## src/rtl/mdr_pkg.sv

```systemverilog
// Purpose: shared constants and types of the meter display register set
// Assumes: 5-bit register select, 16-bit register data
// Notes: variant figures are picked by the top-level parameter
package mdr_pkg;

  // register select codes
  localparam logic [4:0] MDR_ADDR_UNDER_LIMIT = 5'h05;
  localparam logic [4:0] MDR_ADDR_SEG_LOW = 5'h06;
  localparam logic [4:0] MDR_ADDR_SEG_MID = 5'h07;
  localparam logic [4:0] MDR_ADDR_SEG_HIGH = 5'h08;
  localparam logic [4:0] MDR_ADDR_USER_OFFSET = 5'h09;
  localparam logic [4:0] MDR_ADDR_RESULT_HIGH = 5'h0a;
  localparam logic [4:0] MDR_ADDR_DISPLAY_VALUE = 5'h0b;

  // reset values
  localparam logic [15:0] MDR_RST_UNDER_3P5 = 16'h8300;
  localparam logic [15:0] MDR_RST_UNDER_4P5 = 16'hb1e0;
  localparam logic [14:0] MDR_RST_SEG_LOW = 15'h0000;
  localparam logic [14:0] MDR_RST_SEG_MID = 15'h0000;
  localparam logic [7:0] MDR_RST_SEG_HIGH = 8'h00;
  localparam logic [15:0] MDR_RST_USER_OFFSET = 16'h0000;
  localparam logic [15:0] MDR_RST_RESULT = 16'h0000;
  localparam logic [15:0] MDR_RST_DISPLAY = 16'h0000;

  // field positions inside the segment registers
  localparam int MDR_SEG_LOW_LSB = 1;
  localparam int MDR_SEG_MID_LSB = 1;
  localparam int MDR_SEGH_PEAK = 7;
  localparam int MDR_SEGH_HOLD = 6;
  localparam int MDR_SEGH_LEAD_ONE = 5;
  localparam int MDR_SEGH_DIG4_MSB = 4;
  // digit-4 f, e, dp sit at bits 15..13 of the mid register (index 14..12 of stored bits)
  localparam int MDR_SEGM_DIG4_MSB = 14;
  localparam int MDR_SEGM_DIG4_LSB = 12;

  // 3.5-digit result keeps 12 bits, low 4 bits are sub-bits
  localparam int MDR_SHORT_SUB_BITS = 4;

  // display source, in falling priority
  typedef enum logic [2:0] {
    MDR_SRC_SEGMENT = 3'b000,
    MDR_SRC_HOST = 3'b001,
    MDR_SRC_HOLD = 3'b010,
    MDR_SRC_PEAK = 3'b011,
    MDR_SRC_LIVE = 3'b100
  } mdr_src_t;

endpackage

```

## src/rtl/mdr_seg_if.sv

```systemverilog
// Purpose: carries the segment override bits from the register file to the segment mapper
// Assumes: stored bits exclude the always-zero bit 0 of the 16-bit registers
// Notes: regs side drives, map side reads
`timescale 1ns/1ps
interface mdr_seg_if;
  logic [14:0] seg_low;
  logic [14:0] seg_mid;
  logic [7:0] seg_high;
  logic override_on;
  modport regs (output seg_low, output seg_mid, output seg_high, output override_on);
  modport map (input seg_low, input seg_mid, input seg_high, input override_on);
endinterface

```

## src/rtl/mdr_seg_map.sv

```systemverilog
// Purpose: turns active-low override bits into lit-segment drive levels
// Assumes: one variant fixed at elaboration
// Notes: outputs are registered, all dark while override is off
`timescale 1ns/1ps
module mdr_seg_map
  import mdr_pkg::*;
#(
  parameter bit FOUR_HALF = 1'b1
) (
  // clock and reset
  input wire logic i_clk_sys,
  input wire logic i_arst_n,
  // override bits
  mdr_seg_if.map seg,
  // lit levels, 1 lights the segment
  output logic [14:0] o_lit_low,
  output logic [14:0] o_lit_mid,
  output logic [7:0] o_lit_high,
  output logic o_lead_one_pos5,
  output logic o_lead_one_pos4
);

  logic [14:0] mid_lit;
  logic [7:0] high_lit;

  // RL5 active-low inversion
  // RL9 digit-4 masked on short variant
  always_comb begin
    mid_lit = ~seg.seg_mid;
    high_lit = ~seg.seg_high;
    if (!FOUR_HALF) begin
      mid_lit[MDR_SEGM_DIG4_MSB:MDR_SEGM_DIG4_LSB] = 3'h0;
      high_lit[MDR_SEGH_DIG4_MSB:0] = 5'h00;
    end
  end

  // RL4 drive segments directly
  // RL10 leading one position
  always_ff @(posedge i_clk_sys or negedge i_arst_n) begin
    if (!i_arst_n) begin
      o_lit_low <= 15'h0000;
      o_lit_mid <= 15'h0000;
      o_lit_high <= 8'h00;
      o_lead_one_pos5 <= 1'b0;
      o_lead_one_pos4 <= 1'b0;
    end else if (seg.override_on) begin
      o_lit_low <= ~seg.seg_low;
      o_lit_mid <= mid_lit;
      o_lit_high <= high_lit;
      o_lead_one_pos5 <= FOUR_HALF & high_lit[MDR_SEGH_LEAD_ONE];
      o_lead_one_pos4 <= !FOUR_HALF & high_lit[MDR_SEGH_LEAD_ONE];
    end else begin
      o_lit_low <= 15'h0000;
      o_lit_mid <= 15'h0000;
      o_lit_high <= 8'h00;
      o_lead_one_pos5 <= 1'b0;
      o_lead_one_pos4 <= 1'b0;
    end
  end

endmodule

```

## src/rtl/mdr_regs.sv

```systemverilog
// Purpose: register set of a panel-meter converter with segment display driver
// Assumes: command framing outside decodes reads, writes and status reads into strobes
// Notes: conversion words arrive already auto-calibrated, 16 most significant bits
//
// Summary of operation
// RL1 - 16-bit underrange limit, flag when result below
// RL2 - underrange shows minus one and dashes
// RL3 - limit resets to minus full-scale pattern
// RL4 - override select drives segments from registers
// RL5 - override bits low light, high blank
// RL6 - first segment register bit layout, bit0 zero
// RL7 - second segment register bit layout, bit0 zero
// RL8 - third segment register, eight bits layout
// RL9 - digit-4 bits dark on short variant
// RL10 - leading one lights position five or four
// RL11 - segment registers reset to all lit
// RL12 - user offset subtracted from every conversion
// RL13 - read-only result register, resets zero
// RL14 - short variant result twelve bits, low zero
// RL15 - display data loaded by source selection
// RL16 - display data two's complement, variant widths
// RL17 - display source priority order
// RL18 - underrange flag sticky, cleared by status read
// RL19 - host loads segments before setting select
// RL20 - signed compare once per conversion
`timescale 1ns/1ps
module mdr_regs
  import mdr_pkg::*;
#(
  parameter bit FOUR_HALF = 1'b1,
  parameter int DATA_W = 16
) (
  // clock and reset
  input wire logic i_clk_sys,
  input wire logic i_arst_n,
  // register port from the command framing
  input wire logic i_reg_wr,
  input wire logic i_reg_rd,
  input wire logic [4:0] i_reg_addr,
  input wire logic [15:0] i_reg_wdata,
  output logic [15:0] o_reg_rdata,
  output logic o_reg_rvalid,
  // status register read strobe
  input wire logic i_status_rd,
  // control bits held in the control register outside
  input wire logic i_segment_override_select,
  input wire logic i_display_select,
  input wire logic i_hold,
  input wire logic i_peak,
  // conversion path
  input wire logic i_conv_valid,
  input wire logic [15:0] i_conv_raw,
  input wire logic [15:0] i_peak_value,
  // status and display
  output logic o_underrange_flag,
  output logic o_under_display,
  output logic [2:0] o_display_source,
  output logic [15:0] o_display_value,
  output logic [15:0] o_result_high,
  output logic o_result_update,
  // segment drive, 1 lights
  output logic [14:0] o_lit_low,
  output logic [14:0] o_lit_mid,
  output logic [7:0] o_lit_high,
  output logic o_lead_one_pos5,
  output logic o_lead_one_pos4
);

  // elaboration check: the register map is fixed at 16 bits
  if (DATA_W != 16) begin : g_bad_width
    $error("mdr_regs supports DATA_W of 16 only");
  end

  // RL3 reset pattern per variant
  localparam logic [15:0] UNDER_RST = FOUR_HALF ? MDR_RST_UNDER_4P5 : MDR_RST_UNDER_3P5;

  // stored registers
  logic [15:0] under_limit_q;
  logic [14:0] seg_low_q;
  logic [14:0] seg_mid_q;
  logic [7:0] seg_high_q;
  logic [15:0] user_offset_q;
  logic [15:0] result_q;
  logic [15:0] display_q;

  // status and helper state
  logic under_flag_q;
  logic under_now_q;
  logic result_update_q;
  logic [15:0] rdata_q;
  logic rvalid_q;

  // decoded strobes and next values
  logic wr_under;
  logic wr_seg_low;
  logic wr_seg_mid;
  logic wr_seg_high;
  logic wr_offset;
  logic wr_display;
  logic [15:0] final_d;
  logic below_d;
  mdr_src_t src_d;

  mdr_seg_if seg_bus ();

  // write decode, read-only result ignores writes
  always_comb begin
    wr_under = i_reg_wr && (i_reg_addr == MDR_ADDR_UNDER_LIMIT);
    wr_seg_low = i_reg_wr && (i_reg_addr == MDR_ADDR_SEG_LOW);
    wr_seg_mid = i_reg_wr && (i_reg_addr == MDR_ADDR_SEG_MID);
    wr_seg_high = i_reg_wr && (i_reg_addr == MDR_ADDR_SEG_HIGH);
    wr_offset = i_reg_wr && (i_reg_addr == MDR_ADDR_USER_OFFSET);
    wr_display = i_reg_wr && (i_reg_addr == MDR_ADDR_DISPLAY_VALUE);
  end

  // RL17 display source priority
  always_comb begin
    if (i_segment_override_select) begin
      src_d = MDR_SRC_SEGMENT;
    end else if (i_display_select) begin
      src_d = MDR_SRC_HOST;
    end else if (i_hold) begin
      src_d = MDR_SRC_HOLD;
    end else if (i_peak) begin
      src_d = MDR_SRC_PEAK;
    end else begin
      src_d = MDR_SRC_LIVE;
    end
  end

  // RL12 offset subtraction
  // RL14 short variant drops sub-bits
  always_comb begin
    final_d = i_conv_raw - user_offset_q;
    if (!FOUR_HALF) begin
      final_d[MDR_SHORT_SUB_BITS-1:0] = 4'h0;
    end
  end

  // RL20 signed compare against limit
  assign below_d = $signed(final_d) < $signed(under_limit_q);

  // RL1 underrange limit storage
  // RL3 resets to minus full scale
  always_ff @(posedge i_clk_sys or negedge i_arst_n) begin
    if (!i_arst_n) begin
      under_limit_q <= UNDER_RST;
    end else if (wr_under) begin
      under_limit_q <= i_reg_wdata;
    end
  end

  // RL6 first register, bit 0 dropped
  // RL7 second register, bit 0 dropped
  // RL8 third register, eight bits
  // RL11 all segments reset lit
  always_ff @(posedge i_clk_sys or negedge i_arst_n) begin
    if (!i_arst_n) begin
      seg_low_q <= MDR_RST_SEG_LOW;
      seg_mid_q <= MDR_RST_SEG_MID;
      seg_high_q <= MDR_RST_SEG_HIGH;
    end else begin
      if (wr_seg_low) begin
        seg_low_q <= i_reg_wdata[15:MDR_SEG_LOW_LSB];
      end
      if (wr_seg_mid) begin
        seg_mid_q <= i_reg_wdata[15:MDR_SEG_MID_LSB];
      end
      if (wr_seg_high) begin
        seg_high_q <= i_reg_wdata[7:0];
      end
    end
  end

  // RL12 user offset storage
  always_ff @(posedge i_clk_sys or negedge i_arst_n) begin
    if (!i_arst_n) begin
      user_offset_q <= MDR_RST_USER_OFFSET;
    end else if (wr_offset) begin
      user_offset_q <= i_reg_wdata;
    end
  end

  // RL13 result captured per conversion
  always_ff @(posedge i_clk_sys or negedge i_arst_n) begin
    if (!i_arst_n) begin
      result_q <= MDR_RST_RESULT;
      result_update_q <= 1'b0;
    end else begin
      result_update_q <= i_conv_valid;
      if (i_conv_valid) begin
        result_q <= final_d;
      end
    end
  end

  // RL20 condition held per conversion
  always_ff @(posedge i_clk_sys or negedge i_arst_n) begin
    if (!i_arst_n) begin
      under_now_q <= 1'b0;
    end else if (i_conv_valid) begin
      under_now_q <= below_d;
    end
  end

  // RL18 sticky flag, set wins
  always_ff @(posedge i_clk_sys or negedge i_arst_n) begin
    if (!i_arst_n) begin
      under_flag_q <= 1'b0;
    end else if (i_conv_valid && below_d) begin
      under_flag_q <= 1'b1;
    end else if (i_status_rd) begin
      under_flag_q <= under_now_q;
    end
  end

  // RL15 display data loading
  // RL16 two's complement passes unchanged
  always_ff @(posedge i_clk_sys or negedge i_arst_n) begin
    if (!i_arst_n) begin
      display_q <= MDR_RST_DISPLAY;
    end else begin
      case (src_d)
        MDR_SRC_PEAK: begin
          display_q <= i_peak_value;
        end
        MDR_SRC_LIVE: begin
          if (i_conv_valid) begin
            display_q <= final_d;
          end else if (wr_display) begin
            display_q <= i_reg_wdata;
          end
        end
        MDR_SRC_SEGMENT, MDR_SRC_HOST, MDR_SRC_HOLD: begin
          if (wr_display) begin
            display_q <= i_reg_wdata;
          end
        end
        default: begin
          display_q <= display_q;
        end
      endcase
    end
  end

  // register read path, one cycle latency, unmapped reads zero
  always_ff @(posedge i_clk_sys or negedge i_arst_n) begin
    if (!i_arst_n) begin
      rdata_q <= 16'h0000;
      rvalid_q <= 1'b0;
    end else begin
      rvalid_q <= i_reg_rd;
      if (i_reg_rd) begin
        case (i_reg_addr)
          MDR_ADDR_UNDER_LIMIT: begin
            rdata_q <= under_limit_q;
          end
          // RL6 bit 0 reads zero
          MDR_ADDR_SEG_LOW: begin
            rdata_q <= {seg_low_q, 1'b0};
          end
          // RL7 bit 0 reads zero
          MDR_ADDR_SEG_MID: begin
            rdata_q <= {seg_mid_q, 1'b0};
          end
          MDR_ADDR_SEG_HIGH: begin
            rdata_q <= {8'h00, seg_high_q};
          end
          MDR_ADDR_USER_OFFSET: begin
            rdata_q <= user_offset_q;
          end
          MDR_ADDR_RESULT_HIGH: begin
            rdata_q <= result_q;
          end
          MDR_ADDR_DISPLAY_VALUE: begin
            rdata_q <= display_q;
          end
          default: begin
            rdata_q <= 16'h0000;
          end
        endcase
      end
    end
  end

  // RL19 override select is a plain level; host orders its writes
  assign seg_bus.seg_low = seg_low_q;
  assign seg_bus.seg_mid = seg_mid_q;
  assign seg_bus.seg_high = seg_high_q;
  assign seg_bus.override_on = i_segment_override_select;

  // segment mapping per variant
  mdr_seg_map #(
    .FOUR_HALF(FOUR_HALF)
  ) u_seg_map (
    .i_clk_sys(i_clk_sys),
    .i_arst_n(i_arst_n),
    .seg(seg_bus),
    .o_lit_low(o_lit_low),
    .o_lit_mid(o_lit_mid),
    .o_lit_high(o_lit_high),
    .o_lead_one_pos5(o_lead_one_pos5),
    .o_lead_one_pos4(o_lead_one_pos4)
  );

  // RL2 minus one and dashes request, numeric modes only
  assign o_under_display = under_now_q && (src_d != MDR_SRC_SEGMENT);

  // outputs
  assign o_underrange_flag = under_flag_q;
  assign o_display_source = src_d;
  assign o_display_value = display_q;
  assign o_result_high = result_q;
  assign o_result_update = result_update_q;
  assign o_reg_rdata = rdata_q;
  assign o_reg_rvalid = rvalid_q;

endmodule

```

## config.mk

```make
export PLATFORM = sky130hd
export DESIGN_NAME = mdr_regs
export DESIGN_NICKNAME = d
export VERILOG_FILES = /design/src/rtl/mdr_pkg.sv /design/src/rtl/mdr_seg_if.sv /design/src/rtl/mdr_seg_map.sv /design/src/rtl/mdr_regs.sv
export SDC_FILE = /design/constraint.sdc
export NUM_CORES = 1
export LEC_CHECK = 0
export BUFFER_PORTS_ARGS = -buffer_cell sky130_fd_sc_hd__buf_4
export CORE_UTILIZATION = 35
export DETAILED_ROUTE_END_ITERATION = 16
export GPL_TIMING_DRIVEN = 1
export REMOVE_ABC_BUFFERS = 1
export SETUP_SLACK_MARGIN = 0.05
export SLEW_MARGIN = 40
export SYNTH_ARGS = -nofsm -noshare
export SYNTH_HDL_FRONTEND = slang
export SYNTH_SLANG_ARGS = --single-unit
```

## constraint.sdc

```tcl
create_clock -name i_clk_sys -period 6.7 [get_ports i_clk_sys]
set_input_delay 1.005 -clock i_clk_sys [delete_from_list [all_inputs] [get_ports i_clk_sys]]
set_output_delay 1.005 -clock i_clk_sys [all_outputs]
set_load 0.01 [all_outputs]
```

==> impl_metrics.ini, run 1 <==
[run_status]
status = complete, no violations

[floorplanning]
die-area_mm2 = 0.0234
die_w_um = 153
initial_utilization_pct = 36.1
io-pin-count = 158
core_area_mm2 = 0.0221
dieHeight_um = 153
rows = 54

[synthesis]
synthXorXnorAreaFrac_pct = 1.52
synth-adder-area-share_pct = 4.95
synth_edf_count = 0
synth_compound_area_share_pct = 13.1
synth-simple-area-share_pct = 9.81
synth_top_family_by_area = multiplexers
synth.cell_area_mm2 = 0.00799
syn_inst = 693
synth_area_leaders = dfrtp_1 (48%), mux2_2 (12%), ha_1 (4.7%)
yosysMostFrequentCell = dfrtp_1
yosysWarnings = 0
synth-main-ff-cell = dfrtp_1
ys_seq_elements = 160
synth_commonest_cells = dfrtp_1 (153), mux2_2 (85), inv_1 (51)
synth.avg_cell_area_um2 = 11.5
synthMuxAreaShare_pct = 15.7
ys_async_sr_fraction_pct = 100
synth_cell_type_count = 63
ys_seq_area_share_pct = 50.2
yosys.area.top_type_share_pct = 47.9
synth_area_leader_cell = dfrtp_1

[power_and_ir_drop]
p_switching_mw = 1.05
p_int_mw = 2.20
vdd_drop_max_v = 0.000130
p_clk_share_pct = 30.6
pwr-share-comb_pct = 28.8
total_power_mw = 3.24
seqPwrFrac_pct = 40.6
switching_share_pct = 32.3
p_leak_nw = 4.73
power_density_mw_per_mm2 = 323

[run]
max_cap_violations = 0

[timing]
final.setup_skew_ps = 6.61
hold_viol = 0
worstMarginPinSlew_ps = 823
finalSetupViolations = 0
max_freq_ghz = 0.263
min_period_over_period_pct = 56.8
maxSlewHeadroom_pct = 45.1
min_period_ps = 3810
fin_tns_setup_ps = 0
final_max_slew_viol_count = 0
rsz0062_at_grt = false
worst_slack_ps = 2890

[detailed_routing]
drt-initial-drc-count = 376
wl_per_cell_um = 20.7
dr.pass1.iters = 7
drc_errors = 0
routed_wl_um = 23400
detail-route-antenna-nets = 0
viasPerCell = 5.32
vias = 6007

[global_routing]
antenna_found_initial = 0
grt_max_degree = 99
grt_overflow = 0
gr-usage-all-layers_pct = 20.7
grt_pass1_vias = 5980
grt_pass1_wl_um = 36300

[clocking]
cts_max_level = 4
clk_path_buf_depth = 2
clkTransAtPathRegs_ps = 60
post_cts_buffers = 0
cts_sinks = 160
cts_buffers = 17
hold_buffers = 0
cts.repair.resized = 0
clk_latency_ps = 430
cts_tree = built
cts_root_buf = clkbuf_16

[cells_and_area]
fin_cells = 1129
nets = 930
drive_above_1_share_pct = 36.4
n_antenna_cell = 0
fin_util_pct = 45.4
area_growth_pct = 25.6
fillers = 2095

[worst_setup_path]
max_stage_delay_ps = 400
critical_path_required_ps = 7070
crit_buf_inv = 3
cp-start-kind = input pin
slowest_stage = fa_1
crit_chain = buf_4 > inv_1 > ha_1 > inv_1 > fa_1 > a21o_1 > a311oi_2 > nor2_1 > o21a_1 > nor2_2 > xnor2_1 > ha_1 > o21ai_0 > nor2_1 > a311oi_1 > o21ai_0 > a221o_1 > nand3_1
crit_family = compound AO/OA/AOI/OAI gates
critical_path_class = in2reg
worstSetupEndpointType = flip-flop
cp.arrival_ps = 4170
worstPathMaxFanout = 3

[placement]
port-buffer-count = 156
dpl.cell_count = 1096
gp_congestion = 0.856
dp_worst_setup_slack_ps = 2440
dp_hpwl_um = 16300

[min_path]
hold_class = in2async
## sequential cells by signal (all words and copies together) (netlist names)
signal                count
o_result_update           1
seg_bus.seg_low          15
seg_bus.seg_high          8
under_limit_q            16
user_offset_q            16
u_seg_map.o_lit_low      15
o_reg_rvalid              1
under_now_q               1
o_display_value          16
o_underrange_flag         1
o_reg_rdata              16
seg_bus.seg_mid          15
o_result_high            16
u_seg_map.o_lit_mid      15
u_seg_map.o_lit_high      8
## power groups by stage
stage                     registers (mW)  logic (mW)  clock network (mW)
after floorplan                     1.33       0.502                   0
after global placement              1.33       0.914                   0
after detailed placement            1.33       0.931                   0
after CTS                           1.31       0.937                1.01
after global routing                1.34        1.04                1.05
final                               1.32       0.933               0.992
## final timing paths
kind	from	endpoint	slack [ps]	cells after the start
worst max-delay path	i_conv_raw[0]	under_now_q	2890	18
worst min-delay path	i_arst_n	u_seg_map.o_lit_low[9]	440	1
worst max register to register	user_offset_q[0]	under_now_q	3250	16
worst min register to register	seg_bus.seg_mid[4]	u_seg_map.o_lit_mid[4]	450	1
max in group asynchronous	i_arst_n	under_limit_q[14]	5020	3
min in group i_clk_sys	seg_bus.seg_mid[4]	u_seg_map.o_lit_mid[4]	450	1
## layer usage
metal / part of all wire, % / wire length, um / GRT usage, % / vias to the layer above
li1: - / - / - / 2780
met1: 46 / 10800 / 29.6 / 2986
met2: 46 / 10700 / 31.6 / 216
met3: 6.7 / 1570 / 4.73 / 25
met4: 1.2 / 284 / 5.15 / 0
met5: 0 / 0 / 0 / -
## per-stage QoR
stage | instance area, um2 | hold WS, ps
after global routing | 10000 | 459
final | 10000 | 444
after global placement | 9370 | 436
after floorplan | 7820 | 414
after CTS | 10000 | 449
after detailed placement | 9400 | 440
## final cells by class
type / count / area [um2] / area share (%)
timing repair buffer: 161 / 1250 / 12.4
sequential: 160 / 4010 / 40.0
clock buffer: 18 / 439 / 4.38
tap: 280 / 350 / 3.49
inverter: 51 / 191 / 1.91
clock inverter: 14 / 158 / 1.57
multi-input combinational: 445 / 3640 / 36.2
## layout by cell type, fill, tap and decap left out, types with 3 or more instances in the layout
cell type	count
nand3_1	11
a211oi_1	4
mux4_2	4
o22ai_1	17
nand3b_1	3
nor2_1	27
xor2_1	4
nand2_1	20
clkinvlp_4	5
nor2b_1	41
mux2i_1	21
ha_1	30
o21ai_0	19
a221o_1	13
xnor2_1	8
a21o_1	11
nor2_4	3
a21oi_1	34
a22oi_1	17
mux2_2	85
a21boi_0	4
nor3_1	4
a222oi_1	5
dfstp_2	7
a31oi_1	6
nand2_2	4
nand2b_1	8
clkbuf_16	17
inv_1	51
inv_6	3
a221oi_1	5
dfrtp_1	153
buf_4	157
## cell families (layout without fill, tap and decap cells)
group           after synthesis  after routing
simple gates                140            140
mux                         110            110
compound gates              150            150
other cells                   1              1
buf+inv                      88            244
fa+ha+maj                    31             31
xor+xnor                     13             13
flops                       160            160
No activity file was read; power rests on OpenSTA's default activity.
==> run 2, diff against run 1 <==
==> constraint.sdc (replaced) <==
create_clock -name i_clk_sys -period 3.92 [get_ports i_clk_sys]
set_input_delay 0.588 -clock i_clk_sys [delete_from_list [all_inputs] [get_ports i_clk_sys]]
set_output_delay 0.588 -clock i_clk_sys [all_outputs]
set_load 0.01 [all_outputs]
==> run 2 against run 1 <==
Net effect: global-route usage about the same; die area unchanged; final cell count increased by 0.53%; final area increased by 0.74%; worst hold slack got worse by 280 ps; register-to-register slack got worse by 2900 ps; clock skew increased by 7.8 ps; flip-flop and latch count unchanged; critical path depth decreased by 2; critical path type is now reg2reg; largest power group unchanged.
==> impl_metrics.ini, run 2 (synthesized netlist as in run 1, its figures left out) <==
[timing]
worstMarginPinSlew_ps = 691
finalSetupViolations = 0
min_period_over_period_pct = 90.0
final.setup_skew_ps = 14.4
final_max_slew_viol_count = 0
maxSlewHeadroom_pct = 54.0
min_period_ps = 3530
max_freq_ghz = 0.283
fin_tns_setup_ps = 0
rsz0062_at_grt = false
hold_viol = 0

[detailed_routing]
detail-route-antenna-nets = 0
vias = 5937
wl_per_cell_um = 20.7
routed_wl_um = 23500
viasPerCell = 5.23
dr.pass1.iters = 5
drc_errors = 0
drt-initial-drc-count = 366

[clocking]
cts_tree = built
clkTransAtPathRegs_ps = 70
post_cts_buffers = 0
hold_buffers = 0
clk_path_buf_depth = 2
cts_buffers = 17
cts_sinks = 160
clk_latency_ps = 430
cts.repair.resized = 0
cts_root_buf = clkbuf_16
cts_max_level = 4

[worst_setup_path]
cp-start-kind = flip-flop
r2r_start = user_offset_q[0]
max_stage_delay_ps = 400
worstSetupEndpointType = flip-flop
critical_path_class = reg2reg
worstPathMaxFanout = 3
crit_chain = ha_1 > inv_1 > fa_1 > a21o_1 > a311oi_2 > nor2_1 > o21a_1 > nor2_2 > xnor2_1 > ha_1 > o21ai_0 > nor2_1 > a311oi_1 > o21ai_0 > a221o_1 > nand3_1
rr_worst_depth = 16
r2r_setup_slack_ps = 390
cp.arrival_ps = 3890
slowest_stage = fa_1
critical_path_required_ps = 4280
r2r-end = under_now_q

[cells_and_area]
fin_cells = 1135
n_antenna_cell = 0
nets = 936
layout_common_cells = buf_4 (163), dfrtp_1 (153), mux2_2 (85)
layout_commonest_cell = buf_4
drive_above_1_share_pct = 36.4
area_growth_pct = 26.6

[placement]
gp_congestion = 0.875
dpl.cell_count = 1103
port-buffer-count = 156
dp_hpwl_um = 16500

[global_routing]
grt_pass1_wl_um = 36100
grt_overflow = 0
antenna_found_initial = 0
grt_pass1_vias = 5801
gr-usage-all-layers_pct = 20.7
grt_max_degree = 90

[floorplanning]
io-pin-count = 158
core_area_mm2 = 0.0221
die_w_um = 153
rows = 54
die-area_mm2 = 0.0234
dieHeight_um = 153
initial_utilization_pct = 36.1

[min_path]
hold_class = in2async

[run_status]
status = complete, no violations

[power_and_ir_drop]
vdd_drop_max_v = 0.000241
power_density_mw_per_mm2 = 559
p_leak_nw = 4.79

[run]
max_cap_violations = 0
-- run 2: cell types whose count changed in the layout (fill, tap and decap cells not counted), moves of 2 or more --
cell,delta
buf_4,+6
clkinvlp_4,-3
buf_12,+2
bufinv_16,+2
clkbuf_1,+2
clkinv_4,+2
inv_6,-2
nor2_4,-2
-- run 2: per-layer routing --
metal	up-vias	GRT usage [%]	wire, um
li1	2776	-	-
met1	2944	29.7	11100
met5	-	0	0
met4	0	5.34	287
met2	199	31.3	10500
met3	18	4.79	1540
-- run 2: final cells by class --
type | count | area [um2]
fill | 2079 | 12000
clock inverter | 11 | 179
sequential | 160 | 4010
timing repair buffer | 167 | 1290
clock buffer | 21 | 460
multi-input combinational | 445 | 3620
inverter | 51 | 191
tap | 280 | 350
-- run 2: worst max path at each step --
stage,end,slack [ps],depth (start not counted),start
3_5_place_dp,under_now_q,20,18,i_conv_raw[0]
5_1_grt,under_now_q,230,16,user_offset_q[0]
4_1_cts,under_now_q,370,16,user_offset_q[0]
3_3_place_gp,under_now_q,130,18,i_conv_raw[0]
6_report,under_now_q,390,16,user_offset_q[0]
2_1_floorplan,under_now_q,540,17,i_conv_raw[0]
-- run 2: worst max-delay path, delay by kind of cell, from the launching register on --
family / cells / cell delay [ps]
AOI/OAI and AO/OA: 7 / 1630
xor gates and xnor gates: 1 / 180
adders and majority gates: 3 / 860
buffers and inverters: 1 / 50
DFF: 1 / 370
and+or+nand+nor: 4 / 350
-- run 2: power breakdown --
group          total [mW]  leakage (nW)  internal, mW  switching [mW]
combinational        1.59          2.49         0.804           0.786
clock                1.81         0.304          1.11           0.705
sequential           2.25          1.99          1.99           0.262
-- run 2: per-stage QoR --
| stage | util, % | hold slack [ps] | setup WS (ps) | instance area (um2) | power, mW |
|---|---|---|---|---|---|
| 2_1_floorplan | - | 292 | 542 | 7820 | 3.13 |
| 3_3_place_gp | 42.8 | 438 | 127 | 9450 | 3.84 |
| 3_5_place_dp | 42.8 | 444 | 15.3 | 9460 | 3.87 |
| 4_1_cts | 45.7 | 183 | 371 | 10100 | 5.70 |
| 5_1_grt | 45.8 | 211 | 229 | 10100 | 5.97 |
| 6_report | 45.8 | 165 | 392 | 10100 | 5.65 |
==> run 3, diff against run 2 <==
--- a/config.mk
+++ b/config.mk
@@ -7,6 +7,7 @@
 export LEC_CHECK = 0
 export BUFFER_PORTS_ARGS = -buffer_cell sky130_fd_sc_hd__buf_4
 export CORE_UTILIZATION = 35
+export CTS_BUF_LIST = sky130_fd_sc_hd__clkbuf_8 sky130_fd_sc_hd__clkbuf_16
 export DETAILED_ROUTE_END_ITERATION = 16
 export GPL_TIMING_DRIVEN = 1
 export REMOVE_ABC_BUFFERS = 1
==> run 3 against run 2 <==
Net effect: clock-buffer cell count decreased by 2; wire length about the same; sequential power about the same; first-iteration DRC count decreased by 0.27%; clock skew about the same; combinational power about the same; maximum frequency about the same; final cell count unchanged; setup slack got worse by 1.5 ps.
==> impl_metrics.ini, run 3 (synthesized netlist as in run 1, its figures left out) <==
[placement]
port-buffer-count = 156
dp_hpwl_um = 16500
dpl.cell_count = 1103
gp_congestion = 0.875
dp_worst_setup_slack_ps = 15.3

[worst_setup_path]
cp.arrival_ps = 3890
crit_family = compound AO/OA/AOI/OAI gates
critical_path_required_ps = 4280
crit_chain = ha_1 > inv_1 > fa_1 > a21o_1 > a311oi_2 > nor2_1 > o21a_1 > nor2_2 > xnor2_1 > ha_1 > o21ai_0 > nor2_1 > a311oi_1 > o21ai_0 > a221o_1 > nand3_1
worstSetupEndpointType = flip-flop
max_stage_delay_ps = 400
worstPathMaxFanout = 3
slowest_stage = fa_1
crit_buf_inv = 1
critical_path_class = reg2reg
rr_worst_depth = 16
path_depth = 16
cp-start-kind = flip-flop

[run]
max_cap_violations = 0

[timing]
max_freq_ghz = 0.283
worst_slack_ps = 390
rsz0062_at_grt = false
min_period_over_period_pct = 90.0
worstMarginPinSlew_ps = 690
fin_tns_setup_ps = 0
min_period_ps = 3530
hold_viol = 0
maxSlewHeadroom_pct = 54.0
finalSetupViolations = 0
final.setup_skew_ps = 14.5
final_max_slew_viol_count = 0

[detailed_routing]
dr.pass1.iters = 6
detail-route-antenna-nets = 0
wl_per_cell_um = 20.6
viasPerCell = 5.24
top_layer = met4
vias = 5942
dr_wl_met3_um = 1580
routed_wl_um = 23400
wl_met2_um = 10500
wl_met1_um = 11000
drc_errors = 0
drt-initial-drc-count = 365

[floorplanning]
die_w_um = 153
io-pin-count = 158
rows = 54
core_area_mm2 = 0.0221
initial_utilization_pct = 36.1
dieHeight_um = 153
die-area_mm2 = 0.0234

[cells_and_area]
seq_area_mm2 = 0.00401
layout_commonest_cell = buf_4
multi_input_area_mm2 = 0.00362
layout_common_cells = buf_4 (163), dfrtp_1 (153), mux2_2 (85)
fin_util_pct = 45.8
n_antenna_cell = 0
fin_cells = 1135
drive_above_1_share_pct = 36.4
nets = 936
area_growth_pct = 26.6
fillers = 2079

[clocking]
hold_buffers = 0
cts_root_buf = clkbuf_16
clk_latency_ps = 430
post_cts_buffers = 0
cts_sinks = 160
cts.repair.resized = 0
cts_buffers = 17
clkTransAtPathRegs_ps = 70
clk_path_buf_depth = 2
cts_tree = built
cts_max_level = 4

[power_and_ir_drop]
total_power_mw = 5.64
seqPwrFrac_pct = 39.8
p_int_mw = 3.89
switching_share_pct = 31.0
p_clk_share_pct = 32.0
power_density_mw_per_mm2 = 558
p_leak_nw = 4.79
p_switching_mw = 1.75
vdd_drop_max_v = 0.000241
pwr-share-comb_pct = 28.2

[global_routing]
grt_max_degree = 90
grt_pass1_wl_um = 36100
grt_pass1_vias = 5801
gr-usage-all-layers_pct = 20.7
antenna_found_initial = 0
grt_overflow = 0

[min_path]
hold_class = in2async

[run_status]
status = complete, no violations
[run 3: cell count changes in the layout (fill, tap and decap cells not counted)]
cell | previous run | this run
inv_1 | 51 | 53
clkbuf_1 | 2 | 0
[run 3: power groups by stage]
| stage | registers (mW) | clock network, mW | logic (mW) |
|---|---|---|---|
| 4_1_cts | 2.25 | 1.84 | 1.60 |
| 3_5_place_dp | 2.28 | 0 | 1.60 |
| 3_3_place_gp | 2.27 | 0 | 1.57 |
| 5_1_grt | 2.29 | 1.91 | 1.76 |
| 6_report | 2.25 | 1.81 | 1.59 |
| 2_1_floorplan | 2.27 | 0 | 0.859 |
[run 3: worst paths after layout]
kind	startpoint	to	slack (ps)
worst max-delay path	user_offset_q[0]	under_now_q	390
worst min-delay path	i_arst_n	o_reg_rvalid	170
worst max register to register	user_offset_q[0]	under_now_q	390
worst min register to register	seg_bus.seg_high[5]	u_seg_map.o_lit_high[5]	440
max in group asynchronous	i_arst_n	under_limit_q[13]	3050
min in group i_clk_sys	i_peak_value[2]	o_display_value[2]	370
[run 3: final cells by class]
type	instances	area share, %
Sequential cell	160	39.7
Multi-Input combinational cell	445	35.8
Timing Repair Buffer	167	12.8
Clock buffer	19	4.48
Tap cell	280	3.47
Inverter	51	1.89
Clock inverter	13	1.84
[run 3: metal layers]
metal | global-route usage [%] | up-vias
met4 | 5.34 | 0
met3 | 4.79 | 18
met1 | 29.7 | 2948
met2 | 31.3 | 198
li1 | - | 2778
met5 | 0 | -
[run 3: stage by stage]
| step | cell area, um2 | hold WS, ps |
|---|---|---|
| finish | 10100 | 165 |
| global route | 10100 | 210 |
| CTS | 10100 | 183 |
| detailed placement | 9460 | 444 |
| global placement | 9450 | 438 |
| floorplan | 7820 | 292 |
